### config.mk
export PLATFORM = sky130hd
export DESIGN_NAME = inertial_event_debounce_detect
export DESIGN_NICKNAME = d
export VERILOG_FILES = /design/src/design/event_pkg.sv /design/src/design/inertial_event_debounce_detect.sv /design/src/design/debounce_counter.sv /design/src/design/step_timer.sv
export VERILOG_INCLUDE_DIRS = /design/src /design/src/design
export SDC_FILE = /design/constraint.sdc
export NUM_CORES = 1
export LEC_CHECK = 0
export ABC_AREA = 1
export BUFFER_PORTS_ARGS = -buffer_cell sky130_fd_sc_hd__buf_2
export CAP_MARGIN = 20
export CORE_MARGIN = 5
export CORE_UTILIZATION = 54
export CTS_CLUSTER_DIAMETER = 80
export CTS_CLUSTER_SIZE = 40
export DETAILED_ROUTE_END_ITERATION = 7
export PLACE_DENSITY = 0.76
export SYNTH_ARGS = -nofsm -noshare
export SYNTH_HDL_FRONTEND = slang
export SYNTH_SLANG_ARGS = --single-unit
### constraint.sdc
create_clock -name core_clk_in -period 2.8 [get_ports core_clk_in]
set_input_delay 0.56 -clock core_clk_in [delete_from_list [all_inputs] [get_ports core_clk_in]]
set_output_delay 0.56 -clock core_clk_in [all_outputs]
set_load 0.005 [all_outputs]
### src/design/event_regs.svh
// Register map, field positions, reset values and timing of event detection
// How it works
// - Clear-mode resets counter when condition false
// - Step-mode decrements counter, floor zero
// - Threshold is unsigned 7 bits, 0.063 g
// - Comparison spans 8 g at any scale
// - Low-noise caps threshold at 4 g
// - Motion flag sets when counter reaches count
// - Counter saturates at programmed count
// - Step period follows rate and oversampling
// - Filter bypass selects unfiltered transient data
// - Enabled axes flag delta above threshold
// - Latch enable holds transient flags
// - Latched event-active still adds newly hit axes
// - Source read clears bits and interrupt
// - Latched axis bits hold while event-active, until a source read
// - Source layout: active bit6, Z Y X pairs
// - Event-active shows any enabled transient event
// - Transient threshold 7 bits, 8 g, 4 g
// - Threshold bit 7 selects debounce mode
// - Transient event raises flag and interrupt
// - Freefall all below, motion any above
// - Motion source read clears flag, counter
`ifndef EVENT_REGS_SVH
`define EVENT_REGS_SVH

`define MOTION_THS_ADDR 8'h17
`define MOTION_COUNT_ADDR 8'h18
`define TRANS_CFG_ADDR 8'h1d
`define TRANS_SRC_ADDR 8'h1e
`define TRANS_THS_ADDR 8'h1f
`define TRANS_COUNT_ADDR 8'h20

`define DBMODE_BIT 7
`define LATCH_BIT 4
`define Z_EN_BIT 3
`define Y_EN_BIT 2
`define X_EN_BIT 1
`define BYPASS_BIT 0
`define ACTIVE_BIT 6

`define REG_RESET 8'h00
`define LN_THS_CAP 7'h40

`define CLK_PERIOD_NS 10
`define BASE_STEP_NS 1250000

`endif

### src/design/event_pkg.sv
// Types shared by the event detection modules
`default_nettype none
package event_pkg;

  typedef enum logic [2:0] {
    rate_800, rate_400, rate_200, rate_100,
    rate_50, rate_12p5, rate_6p25, rate_1p56
  } sample_rate_t;

  typedef enum logic [1:0] {
    normal_mode, low_power_low_noise_mode,
    high_resolution_mode, low_power_mode
  } osr_mode_t;

  typedef struct packed {
    logic [7:0] cnt;
  } debounce_state_t;

  typedef struct packed {
    logic [23:0] tick;
    logic [7:0] mult;
    logic step;
  } step_state_t;

  typedef struct packed {
    logic [7:0] motion_threshold;
    logic [7:0] motion_debounce_count;
    logic [4:0] transient_config;
    logic [7:0] transient_threshold;
    logic [7:0] transient_debounce_count;
    logic event_active;
    logic [2:0] axis_event;
    logic [2:0] axis_pol;
    logic motion_flag;
    logic motion_cond;
    logic trans_cond;
    logic [7:0] rdata;
  } main_state_t;

endpackage : event_pkg
`default_nettype wire

### src/design/inertial_event_debounce_detect.sv
// Freefall/motion and transient event detection with debounce and registers
`timescale 1ns/1ns
`default_nettype none
`include "event_regs.svh"
module inertial_event_debounce_detect #(
  parameter int unsigned BASE_TICK_CYCLES = `BASE_STEP_NS / `CLK_PERIOD_NS
) (
  input wire logic core_clk_in,
  input wire logic nrst_in,
  input wire logic [7:0] reg_addr_in,
  input wire logic reg_wr_in,
  input wire logic reg_rd_in,
  input wire logic [7:0] reg_wdata_in,
  output logic [7:0] reg_rdata_out,
  input wire logic sample_valid_in,
  input wire logic [11:0] accel_x_in,
  input wire logic [11:0] accel_y_in,
  input wire logic [11:0] accel_z_in,
  input wire logic [11:0] filt_x_in,
  input wire logic [11:0] filt_y_in,
  input wire logic [11:0] filt_z_in,
  input wire logic [1:0] full_scale_in,
  input wire logic low_noise_in,
  input wire event_pkg::sample_rate_t sample_rate_in,
  input wire event_pkg::osr_mode_t osr_mode_in,
  input wire logic motion_or_select_in,
  input wire logic [2:0] motion_axis_enable_in,
  input wire logic motion_source_read_in,
  input wire logic transient_int_enable_in,
  output logic motion_event_out,
  output logic transient_int_out
);

  event_pkg::main_state_t s_q;
  event_pkg::main_state_t s_d;

  logic step;
  logic [7:0] motion_cnt;
  logic [7:0] trans_cnt;
  logic motion_reached;
  logic trans_reached;
  logic motion_debounced;
  logic trans_debounced;
  logic [6:0] motion_ths_eff;
  logic [6:0] trans_ths_eff;
  logic [2:0] motion_over;
  logic [2:0] trans_over;
  logic [2:0] trans_hit;
  logic [2:0] trans_sign;
  logic [2:0] trans_enable;
  logic latch_enable;
  logic src_read;
  logic wr_motion_ths;
  logic motion_cond_now;
  logic [11:0] trans_x;
  logic [11:0] trans_y;
  logic [11:0] trans_z;

  // Magnitude in 1/16 g units on an 8 g scale, whatever the output scale
  function automatic logic [7:0] axis_units(input logic [11:0] smp,
                                            input logic [1:0] fs);
    logic [11:0] mag;
    logic [11:0] scaled;
    mag = smp[11] ? (~smp + 12'h001) : smp;
    case (fs)
      2'h0: scaled = mag >> 2;
      2'h1: scaled = mag >> 1;
      default: scaled = mag;
    endcase
    axis_units = scaled[11:4];
  endfunction : axis_units

  // 0x40 counts is 4 g; the cap trades range for the quieter path
  function automatic logic [6:0] cap_ths(input logic [6:0] ths,
                                         input logic ln);
    if (ln && ths > `LN_THS_CAP) begin
      cap_ths = `LN_THS_CAP;
    end else begin
      cap_ths = ths;
    end
  endfunction : cap_ths

  assign motion_ths_eff = cap_ths(s_q.motion_threshold[6:0], low_noise_in);
  assign trans_ths_eff = cap_ths(s_q.transient_threshold[6:0],
                                 low_noise_in);

  // Unsigned 7-bit threshold against magnitude
  assign motion_over[0] = axis_units(accel_x_in, full_scale_in) >
                          {1'b0, motion_ths_eff};
  assign motion_over[1] = axis_units(accel_y_in, full_scale_in) >
                          {1'b0, motion_ths_eff};
  assign motion_over[2] = axis_units(accel_z_in, full_scale_in) >
                          {1'b0, motion_ths_eff};

  // Freefall needs at least one enabled axis to mean anything
  always_comb begin
    if (motion_or_select_in) begin
      motion_cond_now = |(motion_over & motion_axis_enable_in);
    end else begin
      motion_cond_now = (|motion_axis_enable_in) &&
                        ((motion_over & motion_axis_enable_in) == 3'h0);
    end
  end

  assign trans_x = s_q.transient_config[`BYPASS_BIT] ? accel_x_in
                                                     : filt_x_in;
  assign trans_y = s_q.transient_config[`BYPASS_BIT] ? accel_y_in
                                                     : filt_y_in;
  assign trans_z = s_q.transient_config[`BYPASS_BIT] ? accel_z_in
                                                     : filt_z_in;
  assign trans_sign = {trans_z[11], trans_y[11], trans_x[11]};
  assign trans_over[0] = axis_units(trans_x, full_scale_in) >
                         {1'b0, trans_ths_eff};
  assign trans_over[1] = axis_units(trans_y, full_scale_in) >
                         {1'b0, trans_ths_eff};
  assign trans_over[2] = axis_units(trans_z, full_scale_in) >
                         {1'b0, trans_ths_eff};
  assign trans_enable = {s_q.transient_config[`Z_EN_BIT],
                         s_q.transient_config[`Y_EN_BIT],
                         s_q.transient_config[`X_EN_BIT]};
  assign trans_hit = sample_valid_in ? (trans_over & trans_enable)
                                     : 3'h0;
  assign latch_enable = s_q.transient_config[`LATCH_BIT];
  assign src_read = reg_rd_in && (reg_addr_in == `TRANS_SRC_ADDR);
  assign wr_motion_ths = reg_wr_in && (reg_addr_in == `MOTION_THS_ADDR);

  step_timer #(
    .BASE_TICK_CYCLES(BASE_TICK_CYCLES)
  ) u_step (
    .core_clk_in(core_clk_in),
    .nrst_in(nrst_in),
    .sample_rate_in(sample_rate_in),
    .osr_mode_in(osr_mode_in),
    .step_out(step)
  );

  debounce_counter u_motion_dbc (
    .core_clk_in(core_clk_in),
    .nrst_in(nrst_in),
    .step_in(step),
    .cond_in(s_q.motion_cond),
    .debounce_mode_select_in(s_q.motion_threshold[`DBMODE_BIT]),
    .limit_in(s_q.motion_debounce_count),
    .clear_in(motion_source_read_in),
    .count_out(motion_cnt),
    .reached_out(motion_reached)
  );

  // Own counter, mode bit, threshold and count
  debounce_counter u_trans_dbc (
    .core_clk_in(core_clk_in),
    .nrst_in(nrst_in),
    .step_in(step),
    .cond_in(s_q.trans_cond),
    .debounce_mode_select_in(s_q.transient_threshold[`DBMODE_BIT]),
    .limit_in(s_q.transient_debounce_count),
    .clear_in(src_read),
    .count_out(trans_cnt),
    .reached_out(trans_reached)
  );

  assign motion_debounced = motion_reached && s_q.motion_cond;
  assign trans_debounced = trans_reached && s_q.trans_cond;

  always_comb begin
    s_d = s_q;
    // Conditions sampled once per new sample, counted once per step
    if (sample_valid_in) begin
      s_d.motion_cond = motion_cond_now;
      s_d.trans_cond = |(trans_over & trans_enable);
    end
    if (reg_wr_in) begin
      case (reg_addr_in)
        `MOTION_THS_ADDR: s_d.motion_threshold = reg_wdata_in;
        `MOTION_COUNT_ADDR: s_d.motion_debounce_count = reg_wdata_in;
        `TRANS_CFG_ADDR: s_d.transient_config = reg_wdata_in[4:0];
        `TRANS_THS_ADDR: s_d.transient_threshold = reg_wdata_in;
        `TRANS_COUNT_ADDR: s_d.transient_debounce_count = reg_wdata_in;
        default: s_d.transient_config = s_q.transient_config;
      endcase
    end
    // Motion flag: the read wins, since it also restarts the count
    if (motion_source_read_in) begin
      s_d.motion_flag = 1'b0;
    end
    if (motion_debounced && !motion_source_read_in) begin
      s_d.motion_flag = 1'b1;
    end
    // Transient source: the read clears first, new events then apply
    if (src_read) begin
      s_d.event_active = 1'b0;
      s_d.axis_event = 3'h0;
      s_d.axis_pol = 3'h0;
    end
    if (!latch_enable) begin
      s_d.event_active = trans_debounced;
      if (sample_valid_in) begin
        s_d.axis_event = trans_hit;
        s_d.axis_pol = trans_hit & trans_sign;
      end
    end else if (s_d.event_active) begin
      // Latched: only new axes set, their polarity follows
      s_d.axis_event = s_d.axis_event | trans_hit;
      s_d.axis_pol = (s_d.axis_pol & ~trans_hit) |
                     (trans_hit & trans_sign);
    end else begin
      if (sample_valid_in) begin
        s_d.axis_event = trans_hit;
        s_d.axis_pol = trans_hit & trans_sign;
      end
      s_d.event_active = trans_debounced;
    end
    // Registered read data; unmapped addresses read zero
    if (reg_rd_in) begin
      case (reg_addr_in)
        `MOTION_THS_ADDR: s_d.rdata = s_q.motion_threshold;
        `MOTION_COUNT_ADDR: s_d.rdata = s_q.motion_debounce_count;
        `TRANS_CFG_ADDR: s_d.rdata = {3'h0, s_q.transient_config};
        `TRANS_SRC_ADDR: s_d.rdata = {1'b0, s_q.event_active,
                                      s_q.axis_event[2], s_q.axis_pol[2],
                                      s_q.axis_event[1], s_q.axis_pol[1],
                                      s_q.axis_event[0],
                                      s_q.axis_pol[0]};
        `TRANS_THS_ADDR: s_d.rdata = s_q.transient_threshold;
        `TRANS_COUNT_ADDR: s_d.rdata = s_q.transient_debounce_count;
        default: s_d.rdata = 8'h00;
      endcase
    end
  end

  always_ff @(posedge core_clk_in or negedge nrst_in) begin
    if (!nrst_in) begin
      s_q <= '0;
    end else begin
      s_q <= s_d;
    end
  end

  assign reg_rdata_out = s_q.rdata;
  assign motion_event_out = s_q.motion_flag;
  assign transient_int_out = s_q.event_active &&
                             transient_int_enable_in;
endmodule : inertial_event_debounce_detect
`default_nettype wire

### src/design/debounce_counter.sv
// Debounce counter with clear or decrement mode and saturation
`timescale 1ns/1ns
`default_nettype none
module debounce_counter (
  input wire logic core_clk_in,
  input wire logic nrst_in,
  input wire logic step_in,
  input wire logic cond_in,
  input wire logic debounce_mode_select_in,
  input wire logic [7:0] limit_in,
  input wire logic clear_in,
  output logic [7:0] count_out,
  output logic reached_out
);

  event_pkg::debounce_state_t s_q;
  event_pkg::debounce_state_t s_d;

  always_comb begin
    s_d = s_q;
    if (clear_in) begin
      s_d.cnt = 8'h00;
    end else if (step_in) begin
      if (cond_in) begin
        if (s_q.cnt < limit_in) begin
          s_d.cnt = s_q.cnt + 8'h01;
        end else begin
          s_d.cnt = limit_in;
        end
      end else if (debounce_mode_select_in) begin
        s_d.cnt = 8'h00;
      end else if (s_q.cnt != 8'h00) begin
        s_d.cnt = s_q.cnt - 8'h01;
      end
    end
  end

  always_ff @(posedge core_clk_in or negedge nrst_in) begin
    if (!nrst_in) begin
      s_q <= '0;
    end else begin
      s_q <= s_d;
    end
  end

  assign count_out = s_q.cnt;
  // Limit lowered below the count also counts as reached
  assign reached_out = (s_q.cnt >= limit_in);
endmodule : debounce_counter
`default_nettype wire

### src/design/step_timer.sv
// Debounce time step generator from sample rate and oversampling mode
`timescale 1ns/1ns
`default_nettype none
module step_timer #(
  parameter int unsigned BASE_TICK_CYCLES = 125000
) (
  input wire logic core_clk_in,
  input wire logic nrst_in,
  input wire event_pkg::sample_rate_t sample_rate_in,
  input wire event_pkg::osr_mode_t osr_mode_in,
  output logic step_out
);

  event_pkg::step_state_t s_q;
  event_pkg::step_state_t s_d;
  logic [7:0] ticks_per_step;

  // Step length in 1.25 ms base ticks
  always_comb begin
    ticks_per_step = 8'h10;
    case (sample_rate_in)
      event_pkg::rate_800: ticks_per_step = 8'h01;
      event_pkg::rate_400: ticks_per_step = 8'h02;
      event_pkg::rate_200: ticks_per_step = 8'h04;
      event_pkg::rate_100: ticks_per_step = 8'h08;
      event_pkg::rate_50: ticks_per_step = 8'h10;
      event_pkg::rate_12p5: begin
        if (osr_mode_in == event_pkg::normal_mode) begin
          ticks_per_step = 8'h10;
        end else begin
          ticks_per_step = 8'h40;
        end
      end
      default: begin
        case (osr_mode_in)
          event_pkg::normal_mode: ticks_per_step = 8'h10;
          event_pkg::low_power_low_noise_mode: ticks_per_step = 8'h40;
          default: ticks_per_step = 8'h80;
        endcase
      end
    endcase
    if (osr_mode_in == event_pkg::high_resolution_mode &&
        sample_rate_in != event_pkg::rate_800) begin
      ticks_per_step = 8'h02;
    end
  end

  always_comb begin
    s_d = s_q;
    s_d.step = 1'b0;
    if (s_q.tick >= 24'(BASE_TICK_CYCLES - 1)) begin
      s_d.tick = 24'h000000;
      if (s_q.mult >= ticks_per_step - 8'h01) begin
        s_d.mult = 8'h00;
        s_d.step = 1'b1;
      end else begin
        s_d.mult = s_q.mult + 8'h01;
      end
    end else begin
      s_d.tick = s_q.tick + 24'h000001;
    end
  end

  always_ff @(posedge core_clk_in or negedge nrst_in) begin
    if (!nrst_in) begin
      s_q <= '0;
    end else begin
      s_q <= s_d;
    end
  end

  assign step_out = s_q.step;

endmodule : step_timer
`default_nettype wire

==> key figures <==
Worst setup path
  • Critical path buffer and inverter count: 5
  • CP max stage cell: dfrtp_2
  • Largest stage delay, worst path: about 0.46 ns
  • CP Data Arrival Time: between 3 and 4 ns
  • Worst Path Class, Setup: flip-flop to flip-flop
  • CP Max Fanout: 12
  • Crit-path most repeated cell: nand2_1
  • Setup slack, reg-to-reg: -0.15 ns
  • Crit Reg-Reg Startpoint: s_q[34]$_DFFE_PN0P_
  • Cell family with most CP delay: simple AND/OR/NAND/NOR gates
  • Reg2Reg Depth: 21
  • Capturing point of the worst reg2reg path: s_q[8]$_DFFE_PN0P_
  • Crit end category: flip-flop
  • Crit path launch type: flip-flop
  • Worst path required time: ~3 ns
  • Worst-path cell chain: buf_12 > buf_6 > o21a_1 > nor2_1 > nand3_2 > inv_2 > buf_4 > nand3_2 > or2_1 > nand2_1 > nand2_1 > a21oi_2 > ha_1 > nand2_1 > inv_1 > nand2_1 > nand2_1 > a21oi_2 > o21ai_2 > nand2_2 > nand4_1

Clock network
  • Clk slew on worst S/H paths: roughly 0.070 ns
  • Number of H-tree levels: 3
  • CTS tree: built
  • Clock Tree Buf Depth: 2
  • # clock sinks: 104
  • CTS Buf Count: 9
  • CTS root buf: clkbuf_16
  • Clk_lat worst skew: between 0.3 and 0.4 ns

Floorplan
  • Starting Density: roughly 55%
  • FP Rows: 48
  • Die Y: 143 um
  • IO Count: approximately 120
  • Die W: ~140 um
  • Core box area: ~17000 um2
  • Die ar.: 20400 um2

Cells and area
  • # nets final: 1839
  • Area growth syn-to-layout: 22.3%
  • Share of layout cells above drive strength 1: around a fifth
  • Post-route insts no fill: 1886
  • Design Area, Final: ~12000 um2
  • Diode count: 0
  • Util after Layout: between 60% and 70%
  • Most common cell after layout, fill and taps aside: nand2_1
  • Most frequent cells in the layout: nand2_1, inv_1, o21ai_0

STA
  • RSZ-0062 raised after global routing: true
  • Slew @ Worst Pin: approximately 0.69 ns
  • Final setup fails: 7
  • Final setup margin: -0.155 ns
  • Hold Vio Cnt, Final: 0
  • Max-slew violations: 0
  • Fmax achieved: approximately 340 MHz
  • Hold WS: approximately 0.22 ns
  • Min cycle time layout: just under 3 ns
  • Clk_skew: ~0.0078 ns
  • Relative slew margins: a little over half
  • Period utilization: 106%

Placement
  • Port-buffer cells: ~120
  • Gp weighted congestion: 0.993
  • Placed instance area: between 10000 and 15000 um2
  • HPWL Detailed: approximately 22000 um
  • Dpl cells: around 1900

GRT
  • Largest net degree at the start of global routing: 47
  • Gr ovfl total: 0
  • Vias in the first global route: 9477
  • Initial antenna violation count: 0
  • Overall routing resource usage: a little over a quarter
  • First-pass GRT wire length: between 40000 and 50000 um

Routing
  • Met3 Wirelength: between 1500 and 2000 um
  • WL met1: between 10000 and 15000 um
  • DR DRC count: 0
  • WL/cell: approximately 15 um
  • Initial DRC count: 788
  • Drt first pass iters: 5
  • Max layer used: met4
  • Antenna Nets Post-Route: 0
  • Drt via density: 5.42
  • WL met2: about 13000 um
  • WL final: roughly 28000 um
  • Via count: 10214

Logic synthesis
  • Post-Synth Adder-Cell Area: under 10%
  • Register bit count reported by yosys: between 100 and 150
  • Cell count after synthesis: between 1000 and 1500
  • Simple-gate portion of the synthesized area: between 20 and 30%
  • Main combinational cell family by area after synthesis: simple AND/OR/NAND/NOR gates
  • Mean Syn Cell Area: around 6.6 um2
  • Synth warn: 0
  • Sequential element share of the synthesized area: 27.3%
  • XOR/XNOR Fraction of Synth Area: 4.68%
  • Yosys cell types: 54
  • Synth Area in Compound Gates: 17.5%
  • Mux contribution to synthesized area: less than 1%
  • Syn Std Cell Area: about 9500 um2

Status
  • Status: finished with violations
  • Violated checks: negative setup slack

Run
  • Max-cap violation count: 0

Worst hold path
  • Worst min path class: primary input to asynchronous set/reset pin

Power and ir drop
  • LEAKAGE: 5.91 nW
  • Maximum vdd drop: 378 uV
  • Power per cell area: 486 nW/um2
  • Total power: approximately 5.7 mW
cell type report:
type                       instances  area [um2]
inverter                         206         777
tap                              225         282
fill                            1543        5630
clock inverter                     4        36.3
multi-input combinational       1099        6120
timing repair buffer             237        1590
sequential                       104        2600
clock buffer                      11         253
cells by family after synthesis:
group / after synthesis
XOR/XNOR: 51
buffers and inverters: 252
multiplexers: 1
AO/OA/AOI/OAI: 296
other: 2
AND/OR/NAND/NOR: 668
flip-flops: 104
adder cells (fa/ha/maj): 75
Yosys cell counts, drive strengths merged:
master   instances  area, um2
a2111oi          1       8.76
a211oi           7       52.6
a21boi           2       15.0
a21oi           79        399
a221oi           2       17.5
a31oi            2       12.5
a41oi            4       35.0
and2             2       12.5
and3             2       12.5
buf             25        186
clkbuf          21       78.8
clkinv           1       5.00
conb             2       7.51
dfrtp          104       2600
ha              75        938
inv            205        769
mux2i            1       10.0
nand2          400       1500
nand3           63        325
nand3b           6       45.0
nand4           23        144
nor2           120        470
nor3            26        135
nor3b            4       30.0
nor4            13       87.6
o2111ai          2       17.5
o211ai           5       37.5
o21a             7       52.6
o21ai          155        813
o221ai           3       26.3
o22ai           20        125
o311ai           2       17.5
o31ai            5       37.5
or2              6       37.5
or3              1       6.26
or4              2       15.0
xnor2            7       61.3
xor2            44        385
worst max-delay path by stage:
stage	from	cells after the start	end	slack [ns]
after CTS	s_q[34]$_DFFE_PN0P_	23	s_q[8]$_DFFE_PN0P_	-0.14
after floorplan	accel_z_in[3]	25	s_q[9]$_DFFE_PN0P_	0.06
after global routing	s_q[34]$_DFFE_PN0P_	22	s_q[8]$_DFFE_PN0P_	-0.37
after detailed placement	accel_z_in[1]	22	s_q[13]$_DFF_PN0_	-0.42
final	s_q[34]$_DFFE_PN0P_	21	s_q[8]$_DFFE_PN0P_	-0.15
after global placement	accel_x_in[1]	26	s_q[9]$_DFFE_PN0P_	-0.36
state kept, by name (all words and copies together), names as in the netlist:
register / flops
s_q: 45
u_step.s_q: 32
reg_rdata_out: 8
u_motion_dbc.count_out: 8
u_trans_dbc.count_out: 8
latch_enable: 1
motion_event_out: 1
u_step.step_out: 1
where the power goes:
group,switching (mW),total [mW],internal (mW)
clock network,0.600,1.26,0.659
registers,0.236,1.91,1.67
logic,1.50,2.51,1.01
per-stage QoR:
step           setup WS, ns  TNS [ns]
6_report             -0.155    -0.818
2_1_floorplan        0.0574         0
4_1_cts              -0.145    -0.716
5_1_grt              -0.366     -2.64
3_5_place_dp         -0.423     -2.86
3_3_place_gp         -0.361     -1.90
metal layers:
metal	vias to the layer above	global-route usage (%)
met4	0	10.2
met3	67	3.11
met5	-	0
met1	4639	36.2
met2	360	45.2
li1	5148	-
repair_timing:
| item | in CTS | in global routing |
|---|---|---|
| pin swaps | 15 | 20 |
| cloned | 1 | 0 |
| endpoints found under the setup margin | 8 | 8 |
| resized for setup | 40 | 30 |
| hold endpoints to repair | 0 | 0 |
| hold buffers | 0 | 0 |
| buffers inserted | 3 | 5 |
No activity file was read; power rests on OpenSTA's default activity.
